--- src/sysref_cfg_consts.svh ---
/*
 * constants for the sysref and serial configuration register bank:
 * register addresses, field positions, reset values and transfer codes.
 * assumes it is included by bare name from the package and both ends.
 */
`ifndef SYSREF_CFG_CONSTS_SVH
`define SYSREF_CFG_CONSTS_SVH

`define ADDR_CONFIG_A          15'h0000
`define ADDR_MAKER_IDENT_LO    15'h000c
`define ADDR_MAKER_IDENT_HI    15'h000d
`define ADDR_USER_SERIAL_CFG   15'h0010
`define ADDR_SYNC_CLOCK_CTRL   15'h0029
`define ADDR_EDGE_POS_B0       15'h002c
`define ADDR_EDGE_POS_B1       15'h002d
`define ADDR_EDGE_POS_B2       15'h002e

`define RST_CONFIG_A           8'h30
`define RST_USER_SERIAL_CFG    8'h00
`define RST_SYNC_CLOCK_CTRL    8'h80

`define CFGA_ASCEND_BIT        5
`define CFGA_WRITE_MASK        8'hef
`define CFGA_READ_SET          8'h10
`define USR_FREEZE_BIT         0
`define CLK_RSVD_BIT           7
`define CLK_PROC_BIT           6
`define CLK_RECV_BIT           5
`define CLK_FINE_BIT           4
`define CLK_SEL_MSB            3
`define CLK_SEL_LSB            0

`define ADDR_STEP              15'h0001
`define ADDR_W                 15
`define BYTE_W                 8
`define CMD_W                  16
`define CMD_READ_BIT           15
`define BIT_CNT_LAST           4'h7
`define CMD_CNT_LAST           4'hf

`define HOST_ADDR_CMD_START    4'h0
`define HOST_ADDR_STATUS       4'h1
`define HOST_ADDR_RDATA        4'h2
`define HOST_CMD_GO_BIT        31
`define HOST_CMD_READ_BIT      30
`define HOST_CMD_LAST_BIT      29
`define HOST_CMD_ADDR_MSB      22
`define HOST_CMD_ADDR_LSB      8
`define HOST_SCLK_DIV_LAST     4'h3

`endif

--- src/sysref_cfg_pkg.sv ---
/*
 * types shared by the register bank and its serial host.
 * assumes the constants header sits in the same folder.
 */
`include "sysref_cfg_consts.svh"

package sysref_cfg_pkg;
    typedef enum logic [1:0] {
        dev_idle = 2'b00,
        dev_cmd  = 2'b01,
        dev_data = 2'b10
    } dev_state_t;

    typedef enum logic [1:0] {
        host_idle = 2'b00,
        host_cmd  = 2'b01,
        host_data = 2'b10,
        host_done = 2'b11
    } host_state_t;
endpackage : sysref_cfg_pkg

--- src/cfg_serial_if.sv ---
/*
 * serial configuration link between the host controller and the device.
 * assumes one shared system clock; sclk is a sampled level, not a clock.
 */
`timescale 1ns/1ps

interface cfg_serial_if;
    logic cs_n;
    logic sclk;
    logic sdi;
    logic sdo;

    modport device (input cs_n, input sclk, input sdi, output sdo);
    modport host   (output cs_n, output sclk, output sdi, input sdo);
endinterface : cfg_serial_if

--- src/sysref_cfg_device.sv ---
/*
 * serial-port register bank: maker identification, user serial config,
 * sync clock control and the sysref edge position status.
 * assumes link inputs are synchronous to sys_clk_in; the host samples sdo
 * on the sclk rising edge and data is shifted msb first, 16-bit command
 * (read bit, 15-bit address) then bytes, streaming until cs_n rises.
 */
// Design decision made here: the plain strobed port.
// Overview of operation
// identification reads return a fixed code
// freeze clear: address steps in chosen direction
// freeze set: address stays constant when streaming
// host writes reserved fields with defaults
// receiver enable bit five switches receiver
// processor enable bit six allows sysref processing
// host enables receiver before processor
// fine window bit shrinks windowing steps
// host sets fine window at high rates
// four-bit delay choice selects sampling delay
// host picks delay from edge position
// clock control resets to 0x80
// user serial config resets to zero
// direction bit zero decrements, one increments
// 24-bit read-only edge position status
// writes to identification register are ignored
`timescale 1ns/1ps
`include "sysref_cfg_consts.svh"

module sysref_cfg_device
    import sysref_cfg_pkg::*;
#(
    // arbitrary neutral identification value
    parameter logic [15:0] MAKER_IDENT_CODE = 16'h5a3c
) (
    input  wire logic        sys_clk_in,
    input  wire logic        rst_n_in,
    cfg_serial_if.device     link,
    input  wire logic [23:0] sysref_edge_position_in,
    output logic             sysref_receiver_enable_out,
    output logic             sysref_processor_enable_out,
    output logic             sysref_fine_window_out,
    output logic [3:0]       sysref_delay_choice_out
);

    ////////////////////////////////////////////////////////////////////////
    // link edge detection

    logic                  sclk_prev;
    logic                  sclk_rise;
    logic                  sclk_fall;
    dev_state_t            state;
    logic [3:0]            bit_cnt;
    logic [`CMD_W-1:0]     shift_in;
    logic                  is_read;
    logic [`ADDR_W-1:0]    addr;
    logic [`BYTE_W-1:0]    config_a;
    logic [`BYTE_W-1:0]    user_serial_config;
    logic [`BYTE_W-1:0]    sync_clock_control;
    logic [`BYTE_W-1:0]    rd_byte;
    logic [`BYTE_W-1:0]    next_byte;
    logic                  byte_done;
    logic                  cmd_done;
    logic [`ADDR_W-1:0]    next_addr;

    always_ff @(posedge sys_clk_in or negedge rst_n_in) begin
        if (!rst_n_in) begin
            sclk_prev <= 1'b0;
        end else begin
            sclk_prev <= link.sclk;
        end
    end

    assign sclk_rise = link.sclk & ~sclk_prev & ~link.cs_n;
    assign sclk_fall = ~link.sclk & sclk_prev & ~link.cs_n;
    assign next_byte = {shift_in[`BYTE_W-2:0], link.sdi};
    assign cmd_done  = sclk_rise && state == dev_cmd && bit_cnt == `CMD_CNT_LAST;
    assign byte_done = sclk_rise && state == dev_data && bit_cnt == `BIT_CNT_LAST;

    ////////////////////////////////////////////////////////////////////////
    // address stepping

    always_comb begin
        if (user_serial_config[`USR_FREEZE_BIT]) begin
            next_addr = addr;
        end else if (config_a[`CFGA_ASCEND_BIT]) begin
            next_addr = addr + `ADDR_STEP;
        end else begin
            next_addr = addr - `ADDR_STEP;
        end
    end

    ////////////////////////////////////////////////////////////////////////
    // read multiplexer

    always_comb begin
        case (addr)
            `ADDR_CONFIG_A:        rd_byte = config_a | `CFGA_READ_SET;
            `ADDR_MAKER_IDENT_LO:  rd_byte = MAKER_IDENT_CODE[7:0];
            `ADDR_MAKER_IDENT_HI:  rd_byte = MAKER_IDENT_CODE[15:8];
            `ADDR_USER_SERIAL_CFG: rd_byte = user_serial_config;
            `ADDR_SYNC_CLOCK_CTRL: rd_byte = sync_clock_control;
            `ADDR_EDGE_POS_B0:     rd_byte = sysref_edge_position_in[7:0];
            `ADDR_EDGE_POS_B1:     rd_byte = sysref_edge_position_in[15:8];
            `ADDR_EDGE_POS_B2:     rd_byte = sysref_edge_position_in[23:16];
            default:               rd_byte = 8'h00;
        endcase
    end

    ////////////////////////////////////////////////////////////////////////
    // transfer sequencer

    always_ff @(posedge sys_clk_in or negedge rst_n_in) begin
        if (!rst_n_in) begin
            state    <= dev_idle;
            bit_cnt  <= 4'h0;
            shift_in <= 16'h0000;
            is_read  <= 1'b0;
            addr     <= 15'h0000;
        end else if (link.cs_n) begin
            state   <= dev_idle;
            bit_cnt <= 4'h0;
        end else begin
            case (state)
                dev_idle: begin
                    state   <= dev_cmd;
                    bit_cnt <= 4'h0;
                end
                dev_cmd: begin
                    if (sclk_rise) begin
                        shift_in <= {shift_in[`CMD_W-2:0], link.sdi};
                        bit_cnt  <= bit_cnt + 4'h1;
                        if (cmd_done) begin
                            is_read <= shift_in[`CMD_W-2];
                            addr    <= {shift_in[`ADDR_W-2:0], link.sdi};
                            state   <= dev_data;
                            bit_cnt <= 4'h0;
                        end
                    end
                end
                dev_data: begin
                    if (sclk_rise) begin
                        shift_in <= {shift_in[`CMD_W-2:0], link.sdi};
                        if (byte_done) begin
                            bit_cnt <= 4'h0;
                            addr    <= next_addr;
                        end else begin
                            bit_cnt <= bit_cnt + 4'h1;
                        end
                    end
                end
                default: begin
                    state <= dev_idle;
                end
            endcase
        end
    end

    ////////////////////////////////////////////////////////////////////////
    // read data shifter; loaded at command end and after each byte

    // the register mux still sees the old address in the cycle of the step,
    // so the load waits one cycle for the new address to settle
    logic load_pending;

    always_ff @(posedge sys_clk_in or negedge rst_n_in) begin
        if (!rst_n_in) begin
            load_pending <= 1'b0;
        end else begin
            load_pending <= (cmd_done && shift_in[`CMD_W-2]) || (byte_done && is_read);
        end
    end

    logic [`BYTE_W-1:0] out_byte;

    always_ff @(posedge sys_clk_in or negedge rst_n_in) begin
        if (!rst_n_in) begin
            out_byte <= 8'h00;
        end else if (link.cs_n) begin
            out_byte <= 8'h00;
        end else if (load_pending) begin
            out_byte <= rd_byte;
        end else if (sclk_fall && state == dev_data && bit_cnt != 4'h0) begin
            out_byte <= {out_byte[`BYTE_W-2:0], 1'b0};
        end
    end

    assign link.sdo = out_byte[`BYTE_W-1] & ~link.cs_n;

    ////////////////////////////////////////////////////////////////////////
    // register writes on each completed byte of a write stream

    always_ff @(posedge sys_clk_in or negedge rst_n_in) begin
        if (!rst_n_in) begin
            config_a           <= `RST_CONFIG_A;
            user_serial_config <= `RST_USER_SERIAL_CFG;
            sync_clock_control <= `RST_SYNC_CLOCK_CTRL;
        end else if (byte_done && !is_read) begin
            case (addr)
                `ADDR_CONFIG_A:        config_a <= next_byte & `CFGA_WRITE_MASK;
                `ADDR_USER_SERIAL_CFG: user_serial_config <= next_byte;
                `ADDR_SYNC_CLOCK_CTRL: sync_clock_control <= next_byte;
                default: begin
                    // identification, status and unmapped bytes drop here
                    config_a <= config_a;
                end
            endcase
        end
    end

    ////////////////////////////////////////////////////////////////////////
    // sysref controls

    always_ff @(posedge sys_clk_in or negedge rst_n_in) begin
        if (!rst_n_in) begin
            sysref_receiver_enable_out  <= 1'b0;
            sysref_processor_enable_out <= 1'b0;
            sysref_fine_window_out      <= 1'b0;
            sysref_delay_choice_out     <= 4'h0;
        end else begin
            sysref_receiver_enable_out  <= sync_clock_control[`CLK_RECV_BIT];
            // processing is only honoured behind a running receiver
            sysref_processor_enable_out <= sync_clock_control[`CLK_PROC_BIT]
                                         & sync_clock_control[`CLK_RECV_BIT];
            sysref_fine_window_out      <= sync_clock_control[`CLK_FINE_BIT];
            sysref_delay_choice_out     <=
                sync_clock_control[`CLK_SEL_MSB:`CLK_SEL_LSB];
        end
    end

endmodule : sysref_cfg_device

--- src/flat_wrapper.sv ---
// flat-port wrapper written by rule: the top's interface ports become plain ports
module sysref_cfg_device_flat import sysref_cfg_pkg::*;
#(
                                             
    parameter logic [15:0] MAKER_IDENT_CODE = 16'h5a3c
)
  (sys_clk_in, rst_n_in, sysref_edge_position_in, sysref_receiver_enable_out, sysref_processor_enable_out, sysref_fine_window_out, sysref_delay_choice_out, link_cs_n, link_sclk, link_sdi, link_sdo);
  cfg_serial_if link_i ();
  input  wire logic sys_clk_in;
  input  wire logic rst_n_in;
  input  wire logic [23:0] sysref_edge_position_in;
  output logic sysref_receiver_enable_out;
  output logic sysref_processor_enable_out;
  output logic sysref_fine_window_out;
  output logic [3:0] sysref_delay_choice_out;
  input wire logic [$bits(link_i.cs_n)-1:0] link_cs_n;
  input wire logic [$bits(link_i.sclk)-1:0] link_sclk;
  input wire logic [$bits(link_i.sdi)-1:0] link_sdi;
  output wire logic [$bits(link_i.sdo)-1:0] link_sdo;
  assign link_i.cs_n = link_cs_n;
  assign link_i.sclk = link_sclk;
  assign link_i.sdi = link_sdi;
  assign link_sdo = link_i.sdo;
  sysref_cfg_device #(.MAKER_IDENT_CODE(MAKER_IDENT_CODE)) u_core (.sys_clk_in(sys_clk_in), .rst_n_in(rst_n_in), .link(link_i), .sysref_edge_position_in(sysref_edge_position_in), .sysref_receiver_enable_out(sysref_receiver_enable_out), .sysref_processor_enable_out(sysref_processor_enable_out), .sysref_fine_window_out(sysref_fine_window_out), .sysref_delay_choice_out(sysref_delay_choice_out));
endmodule
--- config.mk ---
export PLATFORM = sky130hd
export DESIGN_NAME = sysref_cfg_device_flat
export DESIGN_NICKNAME = d
export VERILOG_FILES = /design/src/sysref_cfg_pkg.sv /design/src/cfg_serial_if.sv /design/src/sysref_cfg_device.sv /design/src/flat_wrapper.sv
export VERILOG_INCLUDE_DIRS = /design/src
export SDC_FILE = /design/constraint.sdc
export NUM_CORES = 1
export LEC_CHECK = 0
export BUFFER_PORTS_ARGS = -buffer_cell sky130_fd_sc_hd__buf_2
export CAP_MARGIN = 30
export CORE_UTILIZATION = 60
export CTS_BUF_LIST = sky130_fd_sc_hd__clkbuf_4
export DETAILED_ROUTE_END_ITERATION = 6
export HOLD_SLACK_MARGIN = 0.02
export PLACE_DENSITY = 0.76
export SLEW_MARGIN = 20
export SYNTH_ARGS = -nofsm -noshare
export SYNTH_HDL_FRONTEND = slang
export SYNTH_SLANG_ARGS = --single-unit
--- constraint.sdc ---
create_clock -name sys_clk_in -period 3.54 [get_ports sys_clk_in]
set_clock_uncertainty 0.1 [all_clocks]
set_input_delay 0.708 -clock sys_clk_in [delete_from_list [all_inputs] [get_ports sys_clk_in]]
set_output_delay 0.708 -clock sys_clk_in [all_outputs]
set_load 0.02 [all_outputs]
## Yosys cells after proc, flatten, opt, wreduce, memory -nomap -nowiden

Index checks and enable logic that the tools add are counted.
W data, S select, Z words.

- Add/sub/neg operators: 3
- Equality and inequality tests: 20
- Reduce and logical (&&, ||, !) cells: 26
- Bitwise gates (word level): 9
- Muxes and demuxes: 21

Operators by type and width:

| operator | number |
|---|---|
| $mux W15 | 6 |
| $pmux W8 S8 | 1 |
| $eq A15 B6 Y1 const B | 4 |
| $eq A15 B4 Y1 const B | 2 |
| $pmux W15 S2 | 1 |
| $mux W8 | 3 |
| $mux W4 | 5 |
| $add A15 B1 Y15 const B | 1 |
| $eq A15 B5 Y1 const B | 1 |
| $logic_not A15 Y1 | 1 |
| $sub A15 B1 Y15 const B | 1 |
| $pmux W4 S3 | 1 |
| $logic_and A1 B1 Y1 | 9 |
| $ne A3 B2 Y1 const B | 3 |
| $reduce_and A3 Y1 | 3 |
| $ne A2 B1 Y1 const B | 4 |
| $reduce_bool A4 Y1 | 2 |
| $reduce_and A7 Y1 | 1 |
| $and A1 B1 Y1 | 6 |
| $mux W2 | 3 |
| $pmux W2 S3 | 1 |
| $reduce_and A2 Y1 | 3 |
| $add A4 B1 Y4 const B | 1 |
| $eq A4 B3 Y1 const B | 1 |
| other kinds (12) | 15 |

- Register bits: 78
- Bits of input ports: 29

## Longest topological paths before layout

- Depth after elaboration: 9
- Depth in mapped cells: 9
- Depth with buffers taken out: 8

## Worst setup path before layout

Ideal clock, no wire load.

- Path kind: register to register
- Start: register u_core.config_a[5]
- End: register u_core.addr[14]
- Cell stages (with the launch flop): 9
- Slack: 0.929 ns
- Data arrival time: 2.445 ns
- Library setup time: 0.066 ns
- Path buffers: 0
- Data required time: 3.374 ns
- Path through: dfstp_2 -> inv_1 -> ha_1 -> nor2b_1 -> o31a_1 -> o21a_1 -> a211oi_1 -> or4b_1 -> nand2_1

- Word-level cells in the longest chain between the ends: 5

Ends and longest elaborated chain:

| element | line | text |
|---|---|---|
| start: declaration | sysref_cfg_device.sv:56 | `` logic [`BYTE_W-1:0] config_a; `` |
| start signal: assignment | sysref_cfg_device.sv:194 | `` config_a <= `RST_CONFIG_A; `` |
| start signal: assignment | sysref_cfg_device.sv:199 | `` `ADDR_CONFIG_A: config_a <= next_byte & `CFGA_WRITE_MASK; `` |
| start signal: assignment | sysref_cfg_device.sv:204 | `config_a <= config_a;` |
| $mux W15 | sysref_cfg_device.sv:85 | `` end else if (config_a[`CFGA_ASCEND_BIT]) begin `` |
| $mux W15 | sysref_cfg_device.sv:83 | `` if (user_serial_config[`USR_FREEZE_BIT]) begin `` |
| $mux W15 | sysref_cfg_device.sv:143 | `if (byte_done) begin` |
| $mux W15 | sysref_cfg_device.sv:141 | `if (sclk_rise) begin` |
| $pmux W15 S2 | sysref_cfg_device.sv:123 | `case (state)` |
| end signal: assignment | sysref_cfg_device.sv:134 | `` addr <= {shift_in[`ADDR_W-2:0], link.sdi}; `` |
| end signal: assignment | sysref_cfg_device.sv:145 | `addr <= next_addr;` |
| end: declaration | sysref_cfg_device.sv:55 | `` logic [`ADDR_W-1:0] addr; `` |

Every way passes these cells. The select of a mux whose other input is x is not followed.
A chain may end at the register's enable or synchronous reset.

## Worst setup path after layout

- Start: register u_core.config_a[5]
- End: register u_core.addr[11]

Same word-level chain as after synthesis.

==> results.md <==
Outcome:
- The run finished with clean final reports.

Clocking:
- The CTS H-tree depth is 3.
- The number of gates resized after cts is 0.
- The CTS root buffer is sky130_fd_sc_hd__clkbuf_4.
- For the worst-skew pair, the clock arrives at the later sink with an insertion delay of 0.42 ns.
- In this run the post-CTS setup repair buffer count came out at 0.
- TritonCTS built the clock tree.
- The CTS buffer count is 9.
- The clock sink count is 77.
- Clock-pin slew was measured on the worst setup and hold paths at 0.13 ns.
- The buffer levels on the longest clock path is 2.
- The number of hold buffers added after CTS was 0.

Logic synthesis:
- In the synthesized netlist the dominant register cell turns out to be sky130_fd_sc_hd__dfrtp_1.
- Of the synthesized area, sequential elements account for 0.4299.
- The count of distinct cell types in the synthesized netlist is 64.
- The flip-flop and latch count after synthesis is 77.
- The async set-or-reset flop fraction in the synthesized netlist is 1.000.
- The mapped cell area is 4488 µm².
- In this run, synthesis inferred 0 flip-flops with an integrated enable.
- The post-synthesis cell type with the largest combined area is sky130_fd_sc_hd__dfrtp_1.
- Of the post-synthesis cell area, the dominant cell type holds 0.4182.
- The number of instances in the synthesized netlist is 435.
- The post-synthesis area per instance is 10.32 µm².
- After synthesis, the cell types taking the most area are sky130_fd_sc_hd__dfrtp_1, sky130_fd_sc_hd__mux2_2, sky130_fd_sc_hd__ha_1.
- For this run, the number of Yosys warnings is 0.
- Counting every net in the synthesized netlist gives 484.

Power and ir drop:
- The share of total power dissipated in the clock network is 0.217.
- The part of the power in registers is 0.404.
- Of the total power, combinational logic draws 0.379.
- The worst supply voltage drop on vdd is 0.3329 mV.
- Dividing total power by cell area gives a power density of 559.1 nW/µm².
- In this run the power spent charging and discharging nets is 1027 µW.
- The switching fraction of total power is 0.3705.
- The leakage power summed over all cells is 0.002304 µW.
- The internal portion of total power is 1745 µW.

Floorplanning:
- After floorplanning, the core was divided into 31 placement rows.
- The vertical extent of the die is 88.49 µm.
- The total I/O pin count is 37.
- The die is 88.49 µm wide.
- The standard cell core area is 7253 µm².
- The die outline area is 7830 µm².
- For this configuration, the core starts out at a cell density of 0.6188.

Final layout:
- Summing all multi-input logic gate instances after layout gives 2440 µm².
- The final design utilization is 0.6835.
- At the end of the flow, the number of nets in the layout was 523.
- The total inserted antenna cells is 0.
- The library cells used most frequently in the layout, excluding fill and tap cells, are sky130_fd_sc_hd__dfrtp_1, sky130_fd_sc_hd__mux2_2, sky130_fd_sc_hd__buf_2.
- The sequential standard cell area is 1929 µm².
- The most common cell after layout, fill and taps aside is sky130_fd_sc_hd__dfrtp_1.
- The filler cell count is 578.
- The area growth from synthesis to layout is 10.45%.
- The layout cell share with drive strength beyond 1 is 0.2427.

Routing:
- The number of routed nets with antenna violations is 0.
- In the routed design, unresolved DRC markers number 0.
- For this run, the detailed router's first-pass iteration total came to 5.
- The count of routing violations after the opening detailed-route iteration is 210.
- Summing over every cut layer, the via total after detailed routing is 3,566.
- After detailed routing, the total wire length is 10.39 mm.
- The routed wire length per instance is 18.00 µm.
- The average vias per placed instance is 6.180.

Global route:
- In the global route stage, overall resource usage came out at 0.2808.
- The first-pass GRT wire length is 16.44 mm.
- Entering global routing, the biggest net connects 78 pins.
- The via count of the first global-routing pass is 3,244.
- The global-route congestion overflow total is 0.
- The initial antenna violation count is 0.

Worst setup path:
- Walking the worst path, the cells encountered are inv_1 > ha_1 > a2111oi_0 > o21ai_0 > nand4_1 > a31oi_1 > mux2i_1 > o311ai_0.
- The number of buffers and inverters on the critical path is 1.
- The setup path with the least slack is of type flop to flop.
- The kind of capture point of the worst setup path is a flop.
- The cell type of the slowest stage on the worst timing path is sky130_fd_sc_hd__dfstp_2.
- In this run the worst path has a maximum fanout of 14.
- The stage delay of the slowest cell on the critical path is 0.61 ns.
- The category of cells accounting for the largest share of critical-path delay is compound AO/OA/AOI/OAI gates.
- The worst path arrival time is 3.07 ns.
- The data required time at the worst endpoint is 3.73 ns.
- The worst setup path is launched from a flop.

STA:
- Subtracting the final worst setup slack from the clock period gives 2.878 ns.
- Setup repair after global routing left no endpoint under its margin.
- In the finished design, the share of the clock period the worst path needs comes to 0.8131.
- Based on the critical path, the design can be clocked at up to 0.3474 GHz.
- The final-report setup violation count is 0.
- The final worst hold slack is 0.05733 ns.
- The number of pins exceeding their max-slew limit in the final report is 0.
- The slew of the pin with the lowest slew margin is 0.7307 ns.
- The sum of negative setup slack is 0 ns.
- The number of hold violations in the final report is 0.
- The worst relative slew slack is 0.5092.

Place:
- Summed over all nets, the half-perimeter wirelength after detailed placement is 7.302 mm.
- The number of buffer cells added on primary ports is 36.
- The final RePlAce weighted congestion is 0.8980.

Flow run:
- The reported max-cap violation count is 0.

Min path:
- The worst hold path belongs to the class input port to async pin.
## Yosys cell counts, drive strengths merged (4+ instances only)
cell type,number
dfrtp,75
mux2,42
nand2,33
nor2,33
o21ai,27
a21oi,25
ha,19
mux2i,17
inv,14
clkbuf,12
nor3,11
nand3,9
nor3b,8
xnor2,8
a222oi,7
o22ai,7
a211oi,6
and3,5
a21o,4
a221oi,4
a31oi,4
nand2b,4
nor2b,4
nor4,4
## power groups by stage
stage / combinational, µW / sequential (µW) / clock (µW)
after floorplan: 824 / 1070 / 0
after global placement: 999 / 1120 / 0
after detailed placement: 1030 / 1130 / 0
after CTS: 1040 / 1110 / 609
after global routing: 1160 / 1130 / 652
final: 1050 / 1120 / 602
## final cells by class
class | instances | share of cell area
multi-input combinational | 329 | 0.4922
sequential | 77 | 0.3892
timing repair buffer | 43 | 0.05149
tap | 99 | 0.02499
clock buffer | 11 | 0.01666
clock inverter | 4 | 0.01489
inverter | 14 | 0.01060
## metrics by stage
| stage | std cells | instance area [µm²] | setup WS [ns] | total power, µW |
|---|---|---|---|---|
| 2_1_floorplan | 435 | 4488 | 0.9288 | 1896 |
| 3_3_place_gp | 561 | 4773 | 0.7739 | 2122 |
| 3_5_place_dp | 561 | 4773 | 0.6960 | 2158 |
| 4_1_cts | 576 | 4930 | 0.6671 | 2761 |
| 5_1_grt | 577 | 4957 | 0.4867 | 2943 |
| 6_report | 577 | 4957 | 0.6618 | 2772 |
## kinds of logic after synthesis
kind of cell	count (synthesis)	synth area share
compound gates	107	0.1578
xor+xnor	9	0.01756
fa+ha+maj	20	0.05743
buf+inv	29	0.02648
flops	77	0.4299
mux	59	0.1433
simple gates	134	0.1675
## sequential cells by signal, indices dropped and copies added, names as in the netlist, 2 cells and up
register / cells
u_core.addr: 15
u_core.bit_cnt: 4
u_core.config_a: 7
u_core.out_byte: 8
u_core.shift_in: 15
u_core.state: 2
u_core.sync_clock_control: 8
u_core.sysref_delay_choice_out: 4
u_core.user_serial_config: 8
## worst paths after layout
check	start	to	slack (ns)	cells after the start
min in group sys_clk_in	u_core.sync_clock_control[2]	u_core.sysref_delay_choice_out[2]	0.32	0
hold / removal	rst_n_in	u_core.sysref_fine_window_out	0.06	1
max in group asynchronous	rst_n_in	u_core.config_a[5]	2.67	2
setup reg to reg	u_core.config_a[5]	u_core.addr[11]	0.66	8
hold reg to reg	u_core.sync_clock_control[2]	u_core.sysref_delay_choice_out[2]	0.32	0
setup / recovery	u_core.config_a[5]	u_core.addr[11]	0.66	8
## per-layer routing
layer,GRT usage,wire length (µm),vias up,part of all wire
met1,0.3785,4493,1727,0.43
met3,0.04944,575,17,0.055
met4,0.09824,210,0,0.020
met2,0.4580,5107,114,0.49
met5,0,0,-,0
li1,-,-,1708,-
Power figures use the tool's default switching activity.
